==> src/logic/shutdown_pkg.sv <==
// State codes, widths and timing constants of the shutdown sequencer.
package shutdown_pkg;
	localparam int STATE_W = 4;
	localparam int SPEED_W = 16;
	localparam int VOLT_W = 16;
	localparam int LED_W = 3;
	localparam int CLK_MHZ = 250;
	localparam int PWM_OFF_WAIT_US = 10;
	localparam int PWM_OFF_WAIT_CYC = PWM_OFF_WAIT_US * CLK_MHZ;
	localparam int DISCHARGE_LIMIT_MS = 2000;
	localparam int DISCHARGE_LIMIT_CYC = DISCHARGE_LIMIT_MS * 1000 * CLK_MHZ;
	localparam int CNT_W = 32;
	localparam int TBL_DEPTH = 4;
	localparam int TBL_AW = 2;
	localparam logic [LED_W-1:0] LED_OFF = 3'h0;
	typedef enum logic [STATE_W-1:0] {
		ST_PARK = 4'h3,
		ST_SAFE = 4'h4,
		ST_DRIVE = 4'h5,
		ST_ZERO_TQ = 4'h6,
		ST_PWM_OFF = 4'hb,
		ST_DIS_REQ = 4'hc,
		ST_DIS_CHK = 4'hd,
		ST_POWER_OFF = 4'he
	} operating_state_t;
endpackage

==> src/logic/drive_shutdown_sequencer.sv <==
// Shutdown sequencer from the drive state down to inverter and own power-off.
//
// Notes on behaviour
// - In drive state, ignition or wake off moves the sequencer to state 6.
// - In drive state, a detected charge plug also moves to state 6.
// - State 6 sends a zero torque request to the inverter.
// - State 6 opens the main contactor once speed is below the stop level.
// - State 11 commands the inverter to disable its PWM.
// - State 11 waits a settable delay before moving to discharge request.
// - State 12 issues the discharge command when the feature is enabled.
// - A settable timeout leaves state 12 without discharge success feedback.
// - State 13 checks that bus discharge is done before moving on.
// - Discharge done is set when bus voltage is below the table level.
// - State 14 removes inverter power, then own power unless held.
// - Power keep holds when charger or converter asks; state stays 14.
// - Discharge disabled skips discharge and raises a skipped status flag.
// - Indicator LED colour changes at every shutdown state change.
// - State 5 is drive/reverse, 3 park/neutral, 4 the start-safe gate.
`timescale 1ns/10ps
module drive_shutdown_sequencer
	import shutdown_pkg::*;
#(
	parameter int PWM_OFF_CYC = PWM_OFF_WAIT_CYC,
	parameter int DIS_LIMIT_CYC = DISCHARGE_LIMIT_CYC
) (
	input wire logic I_CLK,
	input wire logic I_NRST,
	input wire logic I_CE,
	input wire logic I_IGNITION,
	input wire logic I_WAKE,
	input wire logic I_PLUG_DETECT,
	input wire logic I_PARK_REQ,
	input wire logic I_DRIVE_REQ,
	input wire logic I_START_SAFE_OK,
	input wire logic [SPEED_W-1:0] I_MOTOR_SPEED,
	input wire logic [SPEED_W-1:0] I_STOP_SPEED,
	input wire logic [VOLT_W-1:0] I_BUS_VOLTAGE,
	input wire logic I_DISCHARGE_FEATURE_SELECT,
	input wire logic I_DISCHARGE_ACK,
	input wire logic I_CHARGER_HOLD,
	input wire logic I_DCDC_HOLD,
	input wire logic I_TBL_WR,
	input wire logic [TBL_AW-1:0] I_TBL_WADDR,
	input wire logic [VOLT_W-1:0] I_TBL_WDATA,
	input wire logic [TBL_AW-1:0] I_TBL_SEL,
	output logic [STATE_W-1:0] O_OPERATING_STATE,
	output logic O_ZERO_TORQUE,
	output logic O_CONTACTOR_OPEN,
	output logic O_PWM_DISABLE,
	output logic O_DISCHARGE_CMD,
	output logic O_DISCHARGE_DONE,
	output logic O_DISCHARGE_SKIPPED,
	output logic O_INVERTER_POWER_OFF,
	output logic O_SELF_POWER_OFF,
	output logic O_POWER_KEEP_STATUS,
	output logic [LED_W-1:0] O_LED_COLOUR
);
	// The seven control inputs (ignition, wake, plug, park, drive, ack, hold) pass two flip-flops; the first stage feeds only the second.
	localparam int NSYNC = 7;
	logic [NSYNC-1:0] sync1;
	logic [NSYNC-1:0] sync2;
	logic [NSYNC-1:0] raw;
	logic ign;
	logic wake;
	logic plug;
	logic park_req;
	logic drive_req;
	logic dis_ack;
	logic hold_req;

	assign raw = {I_IGNITION, I_WAKE, I_PLUG_DETECT, I_PARK_REQ,
		I_DRIVE_REQ, I_DISCHARGE_ACK, I_CHARGER_HOLD | I_DCDC_HOLD};
	assign {ign, wake, plug, park_req, drive_req, dis_ack, hold_req} = sync2;

	always_ff @(posedge I_CLK or negedge I_NRST) begin
		if (!I_NRST) begin
			sync1 <= '0;
			sync2 <= '0;
		end else if (I_CE) begin
			sync1 <= raw;
			sync2 <= sync1;
		end
	end

	logic [VOLT_W-1:0] done_level;

	level_table #(
		.DEPTH(TBL_DEPTH),
		.AW(TBL_AW),
		.DW(VOLT_W)
	) u_level_table (
		.i_clk(I_CLK),
		.i_nrst(I_NRST),
		.i_ce(I_CE),
		.i_wr(I_TBL_WR),
		.i_waddr(I_TBL_WADDR),
		.i_wdata(I_TBL_WDATA),
		.i_raddr(I_TBL_SEL),
		.o_rdata(done_level)
	);

	operating_state_t state;
	operating_state_t next_state;
	logic [CNT_W-1:0] cnt;
	logic [CNT_W-1:0] next_cnt;
	logic contactor_open;
	logic next_contactor_open;
	logic [LED_W-1:0] led;
	logic [LED_W-1:0] next_led;
	logic dis_done;
	logic dis_en;

	assign dis_done = I_BUS_VOLTAGE < done_level;
	assign dis_en = I_DISCHARGE_FEATURE_SELECT;

	always_comb begin
		next_state = state;
		next_cnt = cnt;
		next_contactor_open = contactor_open;
		unique case (state)
			ST_PARK: begin
				if (drive_req) begin
					next_state = ST_SAFE;
				end
			end
			ST_SAFE: begin
				if (!drive_req) begin
					next_state = ST_PARK;
				end else if (I_START_SAFE_OK && ign && wake && !plug) begin
					next_state = ST_DRIVE;
				end
			end
			ST_DRIVE: begin
				if (!ign || !wake) begin
					next_state = ST_ZERO_TQ;
				end else if (plug) begin
					next_state = ST_ZERO_TQ;
				end else if (park_req) begin
					next_state = ST_PARK;
				end
			end
			ST_ZERO_TQ: begin
				if (I_MOTOR_SPEED < I_STOP_SPEED) begin
					next_contactor_open = 1'b1;
					next_state = ST_PWM_OFF;
					next_cnt = '0;
				end
			end
			ST_PWM_OFF: begin
				next_cnt = cnt + 1'b1;
				if (cnt >= CNT_W'(PWM_OFF_CYC - 1)) begin
					next_state = ST_DIS_REQ;
					next_cnt = '0;
				end
			end
			ST_DIS_REQ: begin
				next_cnt = cnt + 1'b1;
				if (!dis_en || dis_ack) begin
					next_state = ST_DIS_CHK;
					next_cnt = '0;
				end else if (cnt >= CNT_W'(DIS_LIMIT_CYC - 1)) begin
					next_state = ST_DIS_CHK;
					next_cnt = '0;
				end
			end
			ST_DIS_CHK: begin
				if (!dis_en || dis_done) begin
					next_state = ST_POWER_OFF;
				end
			end
			ST_POWER_OFF: begin
				next_state = ST_POWER_OFF;
			end
			default: begin
				next_state = ST_PARK;
			end
		endcase
		// A state change in shutdown steps the indicator colour.
		next_led = led;
		if (next_state != state && next_state >= ST_ZERO_TQ) begin
			next_led = led + 1'b1;
		end
	end

	always_ff @(posedge I_CLK or negedge I_NRST) begin
		if (!I_NRST) begin
			state <= ST_PARK;
			cnt <= '0;
			contactor_open <= 1'b0;
			led <= LED_OFF;
		end else if (I_CE) begin
			state <= next_state;
			cnt <= next_cnt;
			contactor_open <= next_contactor_open;
			led <= next_led;
		end
	end

	logic in_shutdown;
	logic past_pwm;
	logic next_inv_off;
	logic next_self_off;

	assign in_shutdown = state >= ST_ZERO_TQ;
	assign past_pwm = state >= ST_PWM_OFF;
	assign next_inv_off = state == ST_POWER_OFF;
	// Own supply drops only after inverter power is already off.
	assign next_self_off = O_INVERTER_POWER_OFF && !hold_req;

	always_ff @(posedge I_CLK or negedge I_NRST) begin
		if (!I_NRST) begin
			O_OPERATING_STATE <= ST_PARK;
			O_ZERO_TORQUE <= 1'b0;
			O_CONTACTOR_OPEN <= 1'b0;
			O_PWM_DISABLE <= 1'b1;
			O_DISCHARGE_CMD <= 1'b0;
			O_DISCHARGE_DONE <= 1'b0;
			O_DISCHARGE_SKIPPED <= 1'b0;
			O_INVERTER_POWER_OFF <= 1'b0;
			O_SELF_POWER_OFF <= 1'b0;
			O_POWER_KEEP_STATUS <= 1'b0;
			O_LED_COLOUR <= LED_OFF;
		end else if (I_CE) begin
			O_OPERATING_STATE <= state;
			O_ZERO_TORQUE <= in_shutdown;
			O_CONTACTOR_OPEN <= contactor_open;
			O_PWM_DISABLE <= past_pwm || state != ST_DRIVE;
			O_DISCHARGE_CMD <= state == ST_DIS_REQ && dis_en;
			O_DISCHARGE_DONE <= dis_done;
			O_DISCHARGE_SKIPPED <= !dis_en;
			O_INVERTER_POWER_OFF <= next_inv_off;
			O_SELF_POWER_OFF <= next_self_off;
			O_POWER_KEEP_STATUS <= hold_req;
			O_LED_COLOUR <= led;
		end
	end
endmodule

==> src/logic/level_table.sv <==
// Small table of discharge-done voltage levels with registered read.
`timescale 1ns/10ps
module level_table #(
	parameter int DEPTH = 4,
	parameter int AW = 2,
	parameter int DW = 16
) (
	input wire logic i_clk,
	input wire logic i_nrst,
	input wire logic i_ce,
	input wire logic i_wr,
	input wire logic [AW-1:0] i_waddr,
	input wire logic [DW-1:0] i_wdata,
	input wire logic [AW-1:0] i_raddr,
	output logic [DW-1:0] o_rdata
);
	logic [DW-1:0] mem [DEPTH];
	logic [DW-1:0] next_rdata;

	always_comb begin
		next_rdata = mem[i_raddr];
	end

	always_ff @(posedge i_clk or negedge i_nrst) begin
		if (!i_nrst) begin
			o_rdata <= '0;
		end else if (i_ce) begin
			o_rdata <= next_rdata;
		end
	end

	always_ff @(posedge i_clk) begin
		if (i_ce && i_wr) begin
			mem[i_waddr] <= i_wdata;
		end
	end
endmodule

==> config.mk <==
export PLATFORM = sky130hd
export DESIGN_NAME = drive_shutdown_sequencer
export DESIGN_NICKNAME = d
export VERILOG_FILES = /design/src/logic/shutdown_pkg.sv /design/src/logic/drive_shutdown_sequencer.sv /design/src/logic/level_table.sv
export SDC_FILE = /design/constraint.sdc
export NUM_CORES = 1
export LEC_CHECK = 0
export BUFFER_PORTS_ARGS = -buffer_cell sky130_fd_sc_hd__buf_2
export CAP_MARGIN = 20
export CORE_MARGIN = 2
export CORE_UTILIZATION = 33
export DETAILED_ROUTE_END_ITERATION = 10
export PLACE_DENSITY = 0.55
export REMOVE_ABC_BUFFERS = 1
export SLEW_MARGIN = 20
export SYNTH_ARGS = -nofsm -noshare
export SYNTH_HDL_FRONTEND = slang
export SYNTH_SLANG_ARGS = --single-unit
==> constraint.sdc <==
create_clock -name I_CLK -period 6.2 [get_ports I_CLK]
set_clock_uncertainty 0.2 [all_clocks]
set_input_delay 1.86 -clock I_CLK [delete_from_list [all_inputs] [get_ports I_CLK]]
set_output_delay 1.86 -clock I_CLK [all_outputs]
set_load 0.02 [all_outputs]
* After elaboration in Yosys (flattened, before gate mapping)
Memories as Yosys holds them, arrays and structs flattened. A register that Yosys moved wholly into a read port is not among the register bits. Index checks and enable logic that the tools add are counted.
Word-level totals: flip-flop bits (word level) 70, memories 1, output and inout port bits 16, input bits 82, bits in writable memories 64
Cells by class: eq/ne operators 11, mux-type cells 19, reductions and logical operators 21, $add $sub $neg 2, bitwise gates (word level) 1, $lt $le $gt $ge 7
Memories:
- u_level_table.mem | depth 4, width 16, read ports 1, clocked after Yosys merged registers in 1, write ports 1, RTL line level_table.sv:17 | logic [DW-1:0] mem [DEPTH];
Operators with widths (count):
- 32-bit 2-to-1 mux | 4
- 32-bit case mux with 3 select lines | 1
- 4-bit 2-to-1 mux | 11
- 32-bit by 1-bit adder with 32-bit output (second input constant) | 1
- 32-bit by 12-bit >= comparator with 1-bit output (second input constant) | 1
- 32-bit by 29-bit >= comparator with 1-bit output (second input constant) | 1
- 16-bit < comparator | 2
- 4-bit case mux with 8 select lines | 1
- 4-bit equality test (second input constant) | 4
- 4-bit by 3-bit equality test with 1-bit output (second input constant) | 3
- 4-bit by 3-bit >= comparator with 1-bit output (second input constant) | 2
- 1-bit logical AND | 7
- 1-bit logical NOT | 6
- 3-bit AND reduction | 2
- 4-bit by 2-bit equality test with 1-bit output (second input constant) | 1
- 4-bit >= comparator (second input constant) | 1
- 1-bit logical OR | 4
- 4-bit by 3-bit != test with 1-bit output (second input constant) | 1
- 4-bit != test | 1
- 3-bit by 1-bit adder with 3-bit output (second input constant) | 1
- 3-bit nonzero test | 1
- 1-bit 2-to-1 mux | 2
- 2-bit != test (second input constant) | 1
- 2-bit AND reduction | 1
- 1-bit OR | 1

* Depth between registers and ports, before layout
word-level depth 9, gate-level depth with buffers 12

* Modules after synthesis
From an unflattened synthesis, not the netlist that was laid out.
Second synthesis, totals: cells, all modules 643, area total of the unflattened synthesis 7548.5 um^2
Modules (own cells, without submodules):
- drive_shutdown_sequencer | cells each 483, area an instance 4490.6 um^2, times used 1
- level_table | cells each 160, area an instance 3057.9 um^2, times used 1

* Worst setup path after synthesis
Ideal clock, no wire load.
kind input port to flip-flop, start point input port I_STOP_SPEED[5], end point register cnt[20], library setup time 0.077 ns, buffers on the path 1, arrival 4.253 ns, required time 5.923 ns, cell stages on the path 11, path slack 1.669 ns, cell sequence inv_1 ha_1 a211oi_1 nor2_1 o21a_1 or4b_1 buf_2 a21oi_4 nand4_2 or4_1 a21oi_1
Between the ends: word-level cells in the longest chain between the ends 3
RTL lines:
- start: declaration | RTL line drive_shutdown_sequencer.sv:36 | input wire logic [SPEED_W-1:0] I_STOP_SPEED,
- 16-bit < comparator | RTL line drive_shutdown_sequencer.sv:143 | if (I_MOTOR_SPEED < I_STOP_SPEED) begin
- 2-bit != test (no line)
- 3-bit AND reduction (no line)
- end signal: assignment | RTL line drive_shutdown_sequencer.sv:193 | cnt <= next_cnt;
- end: declaration | RTL line drive_shutdown_sequencer.sv:104 | logic [CNT_W-1:0] cnt;
Every way passes these cells. A chain may end at the register's enable or synchronous reset.

* Worst setup path in the final report
start point input port I_MOTOR_SPEED[1], end point register cnt[23]
Between the ends: word-level cells in the longest chain between the ends 3
RTL lines:
- start: declaration | RTL line drive_shutdown_sequencer.sv:35 | input wire logic [SPEED_W-1:0] I_MOTOR_SPEED,
- 16-bit < comparator | RTL line drive_shutdown_sequencer.sv:143
- 2-bit != test (no line)
- 3-bit AND reduction (no line)
Every way passes these cells.

==> out/results.tsv <==
metric	value	unit
status	completed	
pin count of the biggest net entering global routing	73	
Fmax	203	MHz
total wire length	15.6	mm
DRT iter0 DRCs	289	
first-pass GRT wire length	25.7	mm
dpl hpwl	10.9	mm
Root Driver	clkbuf_16	
min cycle time layout	4.92	ns
top-level I/O count	98	
number of enable flip-flop cells after synthesis	64	
Distinct cells, synth	56	
TritonRoute pass-1 iters	5	
drt via density	4.90	
worst path arrival time	5.06	ns
area grow syn2layout	18.6	%
H-tree level count	4	
crit start category	input port	
area of the mapped netlist	0.00723	mm²
Pwr Density	332	mW/mm²
RePlAce Congestion	0.788	
final setup vio count	0	
RSZ-0062 raised after global routing	false	
core area	0.0217	mm²
ys flop type	dfrtp_1	
TritonCTS clock tree	done	
Die X	152	µm
Tightest Hold Check Type	register to register	
TNS Setup	0	ns
VDD IR max	0.212	mV
vias in the first global route	4951	
Cell Rows	54	
full die area	0.0231	mm²
critical path class	input port to register	
Rel. slew slack	38.3	%
# hold bufs at CTS	0	
Final ANT Viol Nets	0	
initial antenna violation count	0	
Clk pin slew, worst setup/hold paths	0.06	ns
crit path max fanout	17	
Synth Register Bits	150	
Initial Utilization	33.3	%
CTS Buffer Depth	2	
layout cell share with drive strength beyond 1	25.3	%
Final Util	39.5	%
CTS buffer count	17	
Syn Inst Count	620	
Port Buf Inserts	97	
Least-Margin Pin Slew	0.924	ns
post-CTS sizing	0	
syn avg cell area	11.7	µm²
die height	152	µm
Post-CTS Setup Bufs	0	
post-DR wirelength/cell	15.5	µm
nets	827	
Hold Violations, Final	0	
max_cap viols	0	
CP Data Required Time	6.34	ns
clock sink count	150	
sequential-to-total area share from yosys stat	56.5	%
Leakage	3.55	nW
ant diodes	0	
Worst-Skew Late Latency	0.43	ns
max-slew violations	0	
hold slack	0.262	ns
grt total ovfl	0	
fin crit share	79.3	%
DR DRC count	0	
Async SR Flop Fraction	57.3	%
Crit. End Element	register	
Synth warnings	0	
gr usage total	13.9	%
via count	4933	
[cell usage after synthesis, types with 8 or more instances]
cell type	instances	area (µm²)
mux4_2	16	360
nor2_1	33	124
edfxtp_1	64	1920
nand2_1	60	225
ha_1	32	400
o21ai_0	48	240
inv_1	41	154
o21a_1	9	67.6
dfrtp_1	81	2030
nor3_1	10	50.1
nor4_1	11	68.8
o31ai_1	8	60.1
nand4_1	13	81.3
nand3_1	18	90.1
or4_1	8	60.1
xor2_1	8	70.1
and3_1	10	62.6
clkbuf_1	22	82.6
mux2_2	24	270
a21oi_1	28	140
[power by group]
group | switching, mW | internal, mW | total (mW)
logic | 0.324 | 0.240 | 0.564
clock network | 0.450 | 0.532 | 0.982
registers | 0.131 | 1.17 | 1.30
[cells by family (layout without fill, tap and decap cells)]
group,count (synthesis),in the layout,synth area share [%]
xor gates and xnor gates,10,10,1.21
DFF,150,150,56.5
and+or+nand+nor,195,195,13.7
adders and majority gates,32,32,5.54
muxes,40,40,8.73
AOI/OAI and AO/OA,125,125,10.7
buffers and inverters,68,174,3.58
[critical path: stages]
cell and delay [ns]:
buf_2 0.10, ha_1 0.27, a2111oi_0 0.40, nor4bb_1 0.14
or4b_1 0.68, a21oi_4 0.43, nand4_1 0.47, or4_1 0.55
a21oi_1 0.16
[cells in the final DEF, fill, tap and decap left out, types with 3 or more instances in the layout]
cell type and n:
nand4_1 13, inv_8 5, dfstp_2 5, and3_1 10
o41ai_1 4, nor4_1 11, a21oi_1 28, nor2_1 31
clkbuf_16 17, a31oi_1 4, mux4_2 16, buf_4 5
nand2b_1 7, o21a_1 9, o31ai_1 8, mux2_2 24
nor2b_1 3, or3_1 7, xor2_1 8, nor3_1 8
buf_2 96, inv_1 41, edfxtp_1 64, dfrtp_1 81
or4_1 8, nand2_1 60, inv_6 4, nand3_1 18
clkinv_4 3, and2_1 3, ha_1 32, o21ai_0 48
[stage by stage]
step                      instances  total power, mW  instance area, µm²  setup slack [ns]
after floorplan                 593             1.67                7120              1.48
after global placement          974             1.88                8010             0.950
after detailed placement        974             1.89                8010             0.851
after CTS                      1006             2.88                8570              1.29
after global routing           1006             3.02                8570              1.06
final                          1006             2.85                8570              1.28
[sequential cells by signal (all words and copies together), names as in the netlist, 3 cells and up]
name                   cells
O_OPERATING_STATE          4
state                      4
sync1                      7
u_level_table.o_rdata     16
O_LED_COLOUR               3
cnt                       32
led                        3
u_level_table.mem         64
sync2                      7
[per-layer routing]
metal  GRT usage [%]  routed length (µm)  vias up
li1                -                   -     2471
met1            18.7                7210     2341
met2            22.4                7580      115
met3            3.74                 717        6
met4            3.74                  76        0
met5               0                   0        -
[path summary, 6_finish.rpt]
| path | start | end | slack, ns | depth (start not counted) |
|---|---|---|---|---|
| max in group asynchronous | I_NRST | state[1] | 3.56 | 2 |
| min | led[2] | led[2] | 0.26 | 1 |
| max reg2reg | state[1] | cnt[23] | 2.56 | 7 |
| max | I_MOTOR_SPEED[1] | cnt[23] | 1.28 | 9 |
| min reg2reg | led[2] | led[2] | 0.26 | 1 |
| min in group asynchronous | I_NRST | cnt[24] | 1.27 | 1 |
[cell type report]
class / count / area (µm²)
inverter: 41 / 154
sequential: 150 / 4080
fill: 2060 / 13100
clock inverter: 14 / 133
multi-input combinational: 402 / 2910
tap: 280 / 350
clock buffer: 18 / 429
timing repair buffer: 101 / 518
No activity file was read; power rests on OpenSTA's default activity.
